--- config.mk ---
export PLATFORM = sky130hd
export DESIGN_NAME = async_serial_receiver_errors
export DESIGN_NICKNAME = d
export VERILOG_FILES = /design/src/rtl/rx_err_pkg.sv /design/src/rtl/async_serial_receiver_errors.sv
export SDC_FILE = /design/constraint.sdc
export NUM_CORES = 1
export LEC_CHECK = 0
export BUFFER_PORTS_ARGS = -buffer_cell sky130_fd_sc_hd__buf_2
export CELL_PAD_IN_SITES_DETAIL_PLACEMENT = 1
export CELL_PAD_IN_SITES_GLOBAL_PLACEMENT = 2
export CORE_MARGIN = 2
export CORE_UTILIZATION = 30
export CTS_CLUSTER_SIZE = 20
export DETAILED_ROUTE_END_ITERATION = 7
export PLACE_DENSITY_LB_ADDON = 0.1
export SLEW_MARGIN = 30
export SYNTH_ARGS = -nofsm -noshare
export SYNTH_HDL_FRONTEND = slang
export SYNTH_SLANG_ARGS = --single-unit
--- constraint.sdc ---
create_clock -name pclk -period 3.04 [get_ports pclk]
set_clock_uncertainty 0.05 [all_clocks]
set_input_delay 0.912 -clock pclk [delete_from_list [all_inputs] [get_ports pclk]]
set_output_delay 0.912 -clock pclk [all_outputs]
set_load 0.005 [all_outputs]
--- src/rtl/rx_err_pkg.sv ---
`default_nettype none
package rx_err_pkg;
	// register byte offsets
	localparam logic [7:0] OFF_CTRL   = 8'h00;
	localparam logic [7:0] OFF_STATUS = 8'h04;
	localparam logic [7:0] OFF_DATA   = 8'h08;
	localparam logic [7:0] OFF_INTEN  = 8'h0C;
	localparam logic [7:0] OFF_DIV    = 8'h10;
	localparam logic [7:0] OFF_EVT    = 8'h14;
	localparam logic [7:0] OFF_EVMASK = 8'h18;
	// control register fields
	localparam int CTRL_PORT_EN = 0;
	localparam int CTRL_CONTINUOUS_RX_ENABLE    = 1;
	localparam int CTRL_NINE    = 2;
	localparam int CTRL_ADDR    = 3;
	// status register fields
	localparam int ST_NINTH   = 0;
	localparam int ST_OVERRUN = 1;
	localparam int ST_FRAME   = 2;
	localparam int ST_PENDING = 3;
	localparam int ST_COUNT   = 4;
	// interrupt enable fields
	localparam int IE_RX   = 0;
	localparam int IE_PERI = 1;
	localparam int IE_GLOB = 2;
	// event fields: 0 framing error seen, 1 overrun
	localparam int EV_FRAME = 0;
	localparam int EV_OVR   = 1;
	// reset values, fifo depth and data width
	localparam logic [3:0]  CTRL_RST  = 4'h0;
	localparam logic [2:0]  INTEN_RST = 3'h0;
	localparam logic [15:0] DIV_RST   = 16'h0010;
	localparam logic [1:0]  EVT_RST   = 2'h0;
	localparam int          FIFO_DEPTH = 2;
	localparam int          DATA_BITS  = 9;

	// one received character with its flags
	typedef struct packed {
		logic       frame_error_flag;
		logic [8:0] data;
	} rx_char_t;

	typedef enum logic [2:0] {ST_IDLE, ST_START, ST_DATA, ST_STOP} rx_state_t;
endpackage
`default_nettype wire

--- src/rtl/async_serial_receiver_errors.sv ---
// Summary of operation
// - pending flag is high while enabled and fifo holds an unread character
// - pending flag is read-only; writes have no effect on it
// - rx interrupt needs rx, peripheral and global enables all set
// - each fifo character carries its own framing error bit
// - status shows top character framing flag; data read pops fifo
// - framing errors never stop reception, need no clear, raise no rx interrupt
// - port enable low resets receiver and framing status; continuous_rx_enable low does not
// - fifo holds two; third complete character sets overrun
// - during overrun fifo stays readable and new characters are dropped
// - overrun clears when continuous_rx_enable or port enable is cleared
// - nine-bit select shifts nine data bits per character
// - ninth bit of top character in status, low eight in data
// - address detect enable turns on address mode, needs nine-bit select
// - in address mode only characters with ninth bit one enter fifo
// - all-errored fifo keeps framing status set across reads
`default_nettype none
module async_serial_receiver_errors
	import rx_err_pkg::*;
(
	input  wire logic        pclk,
	input  wire logic        presetn,
	input  wire logic        psel,
	input  wire logic        penable,
	input  wire logic        pwrite,
	input  wire logic [7:0]  paddr,
	input  wire logic [31:0] pwdata,
	output logic [31:0]      prdata,
	output logic             pready,
	output logic             pslverr,
	input  wire logic        rx_line,
	output logic             irq
);
	// control and configuration
	logic [3:0]  ctrl_ff;
	logic [3:0]  nxt_ctrl;
	logic [2:0]  inten_ff;
	logic [2:0]  nxt_inten;
	logic [15:0] div_ff;
	logic [15:0] nxt_div;
	logic [1:0]  evt_ff;
	logic [1:0]  nxt_evt;
	logic [1:0]  evmask_ff;
	logic [1:0]  nxt_evmask;
	logic [31:0] prdata_ff;
	logic [31:0] nxt_prdata;

	// receiver datapath
	rx_state_t   state_ff;
	rx_state_t   nxt_state;
	logic [15:0] tick_ff;
	logic [15:0] nxt_tick;
	logic [3:0]  bit_ff;
	logic [3:0]  nxt_bit;
	logic [8:0]  shift_ff;
	logic [8:0]  nxt_shift;
	logic        overrun_ff;
	logic        nxt_overrun;

	// two entry fifo
	rx_char_t    fifo_ff [FIFO_DEPTH];
	rx_char_t    nxt_fifo [FIFO_DEPTH];
	logic [1:0]  count_ff;
	logic [1:0]  nxt_count;

	wire port_en   = ctrl_ff[CTRL_PORT_EN];
	wire continuous_rx_enable      = ctrl_ff[CTRL_CONTINUOUS_RX_ENABLE];
	wire nine_sel  = ctrl_ff[CTRL_NINE];
	wire addr_mode = ctrl_ff[CTRL_ADDR] & nine_sel;
	wire rx_on     = port_en & continuous_rx_enable;

	// bus decode: zero wait states, unmapped addresses read zero with an error
	wire bus_acc   = psel & penable;
	wire wr_acc    = bus_acc & pwrite;
	wire rd_acc    = bus_acc & ~pwrite;
	wire hit_ctrl  = paddr == OFF_CTRL;
	wire hit_stat  = paddr == OFF_STATUS;
	wire hit_data  = paddr == OFF_DATA;
	wire hit_inten = paddr == OFF_INTEN;
	wire hit_div   = paddr == OFF_DIV;
	wire hit_evt   = paddr == OFF_EVT;
	wire hit_mask  = paddr == OFF_EVMASK;
	wire mapped    = hit_ctrl | hit_stat | hit_data | hit_inten | hit_div | hit_evt | hit_mask;

	assign pready  = 1'b1;
	assign pslverr = bus_acc & ~mapped;
	assign prdata  = prdata_ff;

	// true while the fifo holds at least one unread character
	function automatic logic fifo_busy(input logic [1:0] cnt);
		fifo_busy = cnt != 2'd0;
	endfunction

	// a data read pops only if the fifo held a character when the word was loaded in
	// setup; otherwise a character landing mid-read would be popped without being seen
	logic pop_ok_ff;
	logic nxt_pop_ok;
	wire  rd_setup = psel & ~penable & ~pwrite;
	assign nxt_pop_ok = rd_setup & hit_data & fifo_busy(count_ff);
	wire pop = rd_acc & hit_data & pop_ok_ff;

	// continuous_rx_enable low drops the overrun, port enable low also resets receiver
	wire new_ctrl_continuous_rx_enable = pwdata[CTRL_CONTINUOUS_RX_ENABLE];
	wire new_ctrl_port = pwdata[CTRL_PORT_EN];

	rx_char_t top;
	assign top = fifo_ff[0];

	// pending flag follows occupancy while port and receive are enabled, never written
	wire pending = rx_on & fifo_busy(count_ff);

	// baud timing: half-bit point found from the divider
	wire [15:0] half_div = {1'b0, div_ff[15:1]};
	wire        tick_end = tick_ff == 16'h0000;
	wire [3:0]  nbits    = nine_sel ? 4'd9 : 4'd8;

	// character completes at the stop sample point
	logic       char_done;
	logic       stop_bad;
	logic [8:0] char_data;
	assign char_done = (state_ff == ST_STOP) & tick_end;
	assign stop_bad  = ~rx_line;
	assign char_data = nine_sel ? shift_ff : {1'b0, shift_ff[8:1]};

	// address filter: only ninth-bit-one characters pass in address mode
	wire keep = ~addr_mode | char_data[8];
	wire push_req = char_done & keep & rx_on;

	// receiver state machine
	always_comb
	begin
		nxt_state = state_ff;
		nxt_tick  = tick_end ? 16'h0000 : tick_ff - 16'h0001;
		nxt_bit   = bit_ff;
		nxt_shift = shift_ff;
		unique case (state_ff)
			ST_IDLE:
			begin
				if (rx_on && !rx_line)
				begin
					nxt_state = ST_START;
					nxt_tick  = half_div;
				end
			end
			ST_START:
			begin
				if (tick_end)
				begin
					// false start glitch returns to idle
					nxt_state = rx_line ? ST_IDLE : ST_DATA;
					nxt_tick  = div_ff;
					nxt_bit   = 4'd0;
				end
			end
			ST_DATA:
			begin
				if (tick_end)
				begin
					nxt_shift = {rx_line, shift_ff[8:1]};
					nxt_bit   = bit_ff + 4'd1;
					nxt_tick  = div_ff;
					if (bit_ff + 4'd1 == nbits)
						nxt_state = ST_STOP;
				end
			end
			ST_STOP:
			begin
				// a bad stop bit is kept and reception goes on
				if (tick_end)
					nxt_state = ST_IDLE;
			end
			default:
				nxt_state = ST_IDLE;
		endcase
		if (!rx_on)
			nxt_state = ST_IDLE;
	end

	// fifo push and pop; overrun blocks pushes until cleared
	always_comb
	begin
		nxt_fifo    = fifo_ff;
		nxt_count   = count_ff;
		nxt_overrun = overrun_ff;
		if (pop)
		begin
			nxt_fifo[0] = fifo_ff[1];
			nxt_count   = count_ff - 2'd1;
		end
		if (push_req && !overrun_ff)
		begin
			if (count_ff == 2'd2 && !pop)
				nxt_overrun = 1'b1;
			else
				nxt_fifo[nxt_count[0]] = '{frame_error_flag: stop_bad, data: char_data};
			if (!(count_ff == 2'd2 && !pop))
				nxt_count = nxt_count + 2'd1;
		end
		if (wr_acc && hit_ctrl && (!new_ctrl_continuous_rx_enable || !new_ctrl_port))
			nxt_overrun = 1'b0;
		if (wr_acc && hit_ctrl && !new_ctrl_port)
		begin
			nxt_count = 2'd0;
			nxt_fifo[0].frame_error_flag = 1'b0;
		end
	end

	// status word seen by software
	wire [31:0] status_word = {26'd0, count_ff,
		pending, fifo_busy(count_ff) & top.frame_error_flag, overrun_ff, top.data[8]};

	// event flags: set wins over write-one clear
	wire [1:0] ev_set = {push_req & ~overrun_ff & (count_ff == 2'd2) & ~pop,
		push_req & ~overrun_ff & stop_bad};

	always_comb
	begin
		nxt_ctrl   = ctrl_ff;
		nxt_inten  = inten_ff;
		nxt_div    = div_ff;
		nxt_evmask = evmask_ff;
		nxt_evt    = evt_ff;
		if (wr_acc && hit_ctrl)
			nxt_ctrl = pwdata[3:0];
		if (wr_acc && hit_inten)
			nxt_inten = pwdata[2:0];
		if (wr_acc && hit_div)
			nxt_div = pwdata[15:0];
		if (wr_acc && hit_mask)
			nxt_evmask = pwdata[1:0];
		if (wr_acc && hit_evt)
			nxt_evt = evt_ff & ~pwdata[1:0];
		nxt_evt = nxt_evt | ev_set;
	end

	// read mux; the data read returns the character about to be popped
	logic [31:0] rd_word;
	always_comb
	begin
		rd_word = 32'h0000_0000;
		if (hit_ctrl)
			rd_word = {28'd0, ctrl_ff};
		else if (hit_stat)
			rd_word = status_word;
		else if (hit_data)
			rd_word = {24'd0, top.data[7:0]};
		else if (hit_inten)
			rd_word = {29'd0, inten_ff};
		else if (hit_div)
			rd_word = {16'd0, div_ff};
		else if (hit_evt)
			rd_word = {30'd0, evt_ff};
		else if (hit_mask)
			rd_word = {30'd0, evmask_ff};
	end

	// read data is loaded at the end of setup so it already stands in the access
	// cycle, where the master takes it; held through the access, zero otherwise
	always_comb
	begin
		nxt_prdata = 32'h0000_0000;
		if (rd_setup)
			nxt_prdata = rd_word;
		else if (rd_acc)
			nxt_prdata = prdata_ff;
	end

	// rx interrupt needs all three enables; of the events only overrun may reach irq,
	// since a framing error on its own must never interrupt
	wire rx_irq  = pending & inten_ff[IE_RX] & inten_ff[IE_PERI] & inten_ff[IE_GLOB];
	wire evt_irq = evt_ff[EV_OVR] & evmask_ff[EV_OVR];
	assign irq = rx_irq | evt_irq;

	// bit timing and shift path
	always_ff @(posedge pclk or negedge presetn)
	begin
		if (!presetn)
		begin
			state_ff <= ST_IDLE;
			tick_ff  <= 16'h0000;
			bit_ff   <= 4'h0;
			shift_ff <= 9'h000;
		end
		else
		begin
			state_ff <= nxt_state;
			tick_ff  <= nxt_tick;
			bit_ff   <= nxt_bit;
			shift_ff <= nxt_shift;
		end
	end

	// overrun stays until continuous_rx_enable or port enable is written low
	always_ff @(posedge pclk or negedge presetn)
	begin
		if (!presetn)
			overrun_ff <= 1'b0;
		else
			overrun_ff <= nxt_overrun;
	end

	// fifo storage and occupancy
	always_ff @(posedge pclk or negedge presetn)
	begin
		if (!presetn)
		begin
			count_ff   <= 2'd0;
			fifo_ff[0] <= '0;
			fifo_ff[1] <= '0;
		end
		else
		begin
			count_ff <= nxt_count;
			fifo_ff  <= nxt_fifo;
		end
	end

	// data read armed in setup, used in the access cycle
	always_ff @(posedge pclk or negedge presetn)
	begin
		if (!presetn)
			pop_ok_ff <= 1'b0;
		else
			pop_ok_ff <= nxt_pop_ok;
	end

	// control and configuration registers
	always_ff @(posedge pclk or negedge presetn)
	begin
		if (!presetn)
		begin
			ctrl_ff  <= CTRL_RST;
			inten_ff <= INTEN_RST;
			div_ff   <= DIV_RST;
		end
		else
		begin
			ctrl_ff  <= nxt_ctrl;
			inten_ff <= nxt_inten;
			div_ff   <= nxt_div;
		end
	end

	// sticky events and their mask
	always_ff @(posedge pclk or negedge presetn)
	begin
		if (!presetn)
		begin
			evt_ff    <= EVT_RST;
			evmask_ff <= EVT_RST;
		end
		else
		begin
			evt_ff    <= nxt_evt;
			evmask_ff <= nxt_evmask;
		end
	end

	// read data register; a flop keeps prdata glitch free for the master
	always_ff @(posedge pclk or negedge presetn)
	begin
		if (!presetn)
			prdata_ff <= 32'h0000_0000;
		else
			prdata_ff <= nxt_prdata;
	end
endmodule
`default_nettype wire

Word-level counts from Yosys, hierarchy flattened:

Cells that the tools add are included.

* register bits: 115
* bits in latches: 0
* RAM bits: 0
* ROM bits: 0
* memories: 0

* add/subtract/negate cells: 4
* $mul: 0
* divide/modulo/power cells: 0
* order comparisons: 2
* equal/unequal tests: 19
* shift-type cells: 0
* multiplexer cells: 41
* bitwise operators: 45
* reductions and logical operators: 30

Operator list (number)
* $mux W16: 7
* $mux W32: 3
* $mux W20: 2
* $pmux W16 S2: 1
* $and A1 B1 Y1: 25
* $eq A8 B5 Y1 const B: 3
* $bwmux W20: 1
* $mux W10: 2
* $mux W3: 6
* $eq A8 B4 Y1 const B: 2
* $logic_not A16 Y1: 1
* $mux W2: 8
* $sub A16 B1 Y16 const B: 1
* $ne A3 B3 Y1 const B: 5
* $pmux W3 S4: 1
* $logic_and A1 B1 Y1: 11
* $demux W10 S1: 1
* $mux W9: 1
* $eq A8 B3 Y1 const B: 1
* $logic_not A8 Y1: 1
* $mux W4: 2
* $not A1 Y1: 8
* $or A1 B1 Y1: 8
* $pmux W4 S2: 1
* other kinds (24): 39

Logic depth before layout (Yosys ltp):

* word-level depth: 14
* mapped depth: 10

Worst setup path after synthesis:

No wires, ideal clock.

* kind: input to output
* start: input port paddr[2]
* end: output port pslverr
* arrival time: 2.028 ns
* required time: 2.078 ns
* path slack: 0.050 ns
* stages on the path: 5
* buffers on the path: 3
* cells stage by stage: clkbuf_1 > clkbuf_1 > buf_1 > nand3_1 > a21oi_1

* longest elaborated chain between the ends: 9
* elaborated cells on any way between the ends: 15
* those cells by class: 6 x eq/ne; 8 x bitwise; 1 x reduce/logical

Ends and longest elaborated chain
* from (decl): RTL line async_serial_receiver_errors.sv:26 `input wire logic [7:0] paddr,`
* $eq A8 B3 Y1 or $logic_not A8 Y1 (tied branches): RTL line async_serial_receiver_errors.sv:77, async_serial_receiver_errors.sv:76
* $or A1 B1 Y1 (5 in series): RTL line async_serial_receiver_errors.sv:83 `wire mapped = hit_ctrl | hit_stat | hit_data | hit_inten | hit_div | hit_evt | hit_mask;`
* $or A1 B1 Y1 (*): RTL line async_serial_receiver_errors.sv:83
* $not A1 Y1 (*): RTL line async_serial_receiver_errors.sv:86 `assign pslverr = bus_acc & ~mapped;`
* $and A1 B1 Y1 (*): RTL line async_serial_receiver_errors.sv:86
* to (decl): RTL line async_serial_receiver_errors.sv:30 `output logic pslverr,`

Every way passes the cells marked *; elsewhere a longest branch is shown, timed or not.

Worst setup path in the final report:

* start: register count_ff[0]
* end: output port irq

* longest elaborated chain between the ends: 6

Ends and longest elaborated chain
* from (decl): RTL line async_serial_receiver_errors.sv:63 `logic [1:0] count_ff;`
* from (signal assigned): RTL line async_serial_receiver_errors.sv:313 `count_ff <= nxt_count;`
* $reduce_bool A2 Y1: RTL line async_serial_receiver_errors.sv:91 `fifo_busy = cnt != 2'd0;`
* $and A1 B1 Y1: RTL line async_serial_receiver_errors.sv:110 `wire pending = rx_on & fifo_busy(count_ff);`
* $and A1 B1 Y1 (3 in series): RTL line async_serial_receiver_errors.sv:270 `wire rx_irq = pending & inten_ff[IE_RX] & inten_ff[IE_PERI] & inten_ff[IE_GLOB];`
* $or A1 B1 Y1: RTL line async_serial_receiver_errors.sv:272 `assign irq = rx_irq | evt_irq;`
* to (decl): RTL line async_serial_receiver_errors.sv:32 `output logic irq`

Every way passes these cells.

==> results.txt <==
The flow ran to the end, and the final reports show no timing, DRC or antenna violations. The count of warnings emitted by yosys was 0. The worst hold path belongs to the class reg2reg. For this run, the number of standard cells in the final layout without fillers is 782.

The synthesized design contains 98 register bits. Global-route wire length before repair: 24940 microns. STA puts the critical path data arrival time at 1.90 ns. In this run the horizontal extent of the chip is 136.6 microns. The most common cell in the synthesized netlist is sky130_fd_sc_hd__dfrtp_1.

Counting flops with an async set or reset pin after synthesis yields a share of 100.0%. The clock tree synthesis step divided the H-tree into 3 levels. The critical path in this run is classified as reg2out.

The final net count is 608, and the utilization after layout is 35.57%. The post-route minimum period is 2.864 ns. Proportion of layout cells with a drive suffix above 1: 25.85%. For the pin with the worst max-slew slack, the measured transition is 0.7166 ns. After routing, the total negative slack on setup checks comes to 0 ns. In the finished design, the share of the clock period the worst path needs comes to 94.21%. Yosys mapped the design onto 69 distinct sky130hd cell types. The relative slew slack was 51.78%; the setup violation total in the final timing report was 0. The placed instances occupy a cell area of 0.005841 sq mm. The run gives 4360 as the via count of the first global-routing pass.

Walking the worst path, the cells encountered are inv_1, ha_1, and3b_1, nand4_1, nand2_1, buf_2. The floorplan step defined a die boundary enclosing 0.01866 sq mm. For this design the static power due to leakage is 0.002667 uW. The commonest cells after synthesis are sky130_fd_sc_hd__dfrtp_1, sky130_fd_sc_hd__nand2_1, sky130_fd_sc_hd__mux2_2.

The worst setup path is captured at an output port. After routing the design area is 0.006131 sq mm. The initial antenna violation count is 0, and the mean cell area of the mapped netlist is 10.77 sq um. Routed via count: 4074. Among all flip-flop cells after synthesis, the most frequent one is sky130_fd_sc_hd__dfrtp_1. The final number of hold-violating endpoints was 0; the number of enable flip-flop cells after synthesis was 0. Hold repair after CTS inserted 0 buffers.

The overall power after layout came out at 2692 uW. Of all nets on the critical path, the largest fanout is 5. TritonCTS built the clock tree.

In the post-synthesis netlist, the biggest area contributors are sky130_fd_sc_hd__dfrtp_1, sky130_fd_sc_hd__mux2_2, sky130_fd_sc_hd__mux2i_1. Entering global routing, the biggest net connects 42 pins. For the fmax, the log shows 349.2 MHz.

The final routed wirelength across all metal layers was 15770 microns; the number of sinks on the clock net was 98. The cell count after placement is 767. The largest total area in the synthesized netlist belongs to sky130_fd_sc_hd__dfrtp_1. The DRC violation count after routing was 0; the source-to-sink clock delay at the later pin of the worst-skew pair was 0.36 ns. Startpoint class of the critical path: a register. Remaining number of nets flagged by the antenna check after routing: 0.

The run gives 11990 microns as the detailed-placement wirelength estimate. Power spread over the standard cell area amounts to 439.0 mW/mm^2. The core region is 0.01724 sq mm.

Synthesis produced 490 cells. The maximum ir drop on the vdd rail came out at 264.9 uV. STA puts the critical path data required time at 2.08 ns. The worst-case clock buffer depth came out at 2.

The tools report the post-CTS resize count as 0. Setup repair after global routing left no endpoint under its margin. The number of input and output port buffers inserted came out at 47. Clock tree synthesis inserted a total of 9 buffers. The count of final max-slew check failures was 0; the number of standard-cell rows in the floorplan was 48.

The via-per-instance ratio was 5.210. In this run the cell area of the synthesized design comes to 0.005275 sq mm. The top cell type by area accounts for 46.02% of the synthesized area. The count of boundary I/O pins is 81. Across every metal layer, demand over resource in global routing totals 17.89%.

For this run the aggregate overflow at the end of global routing stands at 0. The first detailed-routing pass took 4 iterations. The antenna cell count was 0; the count of buffers added by post-CTS timing repair for setup was 0. The highest cell delay on the worst timing path is 0.47 ns, and the worst reg-to-reg setup slack is 0.47 ns.

The post-CTS clock slew at the launch and capture registers of the worst setup and hold paths is 0.07 ns. The wire length per cell was 20.16 microns. Relative to the synthesized area, the layout overhead comes to 16.22%. The initial core utilization is 30.60%.

The tools report the clock root buffer master as sky130_fd_sc_hd__clkbuf_16. For this design, the slowest cell found on the critical path is sky130_fd_sc_hd__dfrtp_1. The share of the Yosys chip area taken by registers is 46.51%. The total of max-cap violations is 0.

For the count of routing violations after the opening detailed-route iteration, the log shows 159. The die is 136.6 microns tall. The routability congestion estimate came out at 0.7745.
## cells in the final DEF, fill, tap and decap left out, drive strengths merged, types with 3 or more instances in the layout
cell type,instances
nand2,37
a22oi,18
ha,9
a31o,3
o31ai,4
buf,77
nand4,4
xor2,6
mux2i,29
nor2,17
nand2b,3
mux2,36
a32o,3
o22ai,15
clkbuf,9
dfrtp,97
o21ai,20
a21o,3
a22o,12
and2,3
a21oi,16
nor2b,5
nor4,9
nor3,17
a221oi,3
a211oi,4
nor3b,4
inv,14
or4,3
nand3,8
or3,7
conb,17
nor4b,4
xnor2,8
## through the flow
stage          hold slack (ns)  worst slack [ns]
2_1_floorplan           0.3944           0.05018
3_3_place_gp            0.4087           0.04109
3_5_place_dp            0.4288           0.06269
4_1_cts                 0.4457            0.1495
5_1_grt                 0.4757            0.1060
6_report                0.4384            0.1760
## worst paths after layout
kind                                  start          to  cells past startpoint
min in group asynchronous           presetn  div_ff[10]                      1
worst min-delay path               register    register                      2
worst max-delay path            count_ff[0]         irq                      6
worst min register to register     register    register                      2
worst max register to register   tick_ff[6]  tick_ff[9]                      5
max in group asynchronous           presetn  tick_ff[3]                      2
## per-layer routing
layer / vias to the layer above / share of wire [%] / global-route usage (%)
met5: - / 0 / 0
met4: 0 / 1.2 / 4.514
met3: 13 / 2.8 / 3.037
met2: 53 / 50 / 30.89
met1: 2088 / 46 / 23.22
li1: 1920 / - / -
## power breakdown
part / switching (uW) / internal [uW] / leakage, uW
Combinational: 104 / 67.7 / 0.00130
Sequential: 32.4 / 1330 / 0.00123
Clock: 522 / 637 / 0.000142
## area by class of cell
cell class / count / area (sq um)
flip-flops and latches: 98 / 2454
multi-input cells: 355 / 2585
clock inverters: 6 / 65.06
repair buffers: 77 / 475.5
clock buffers: 9 / 225.2
fillers: 1958 / 11110
well taps: 225 / 281.5
inverters: 12 / 45.04
## worst max-delay path: cells and delay by family (launching register included)
kind / cells / cell delay (ns)
fa+ha+maj: 1 / 0.31
buf+inv: 2 / 0.25
simple gates: 3 / 0.53
flops: 1 / 0.47
## cells by family after synthesis
logic type               Yosys count  share of synthesized area (%)
adder cells (fa/ha/maj)            9                          2.135
AND/OR/NAND/NOR                  134                          14.73
XOR/XNOR                          14                          2.325
flip-flops                        98                          46.51
other                              2                         0.1424
multiplexers                      65                          13.26
AO/OA/AOI/OAI                    116                          15.35
buffers and inverters             52                          5.550
(Power assumes the default switching activity.)
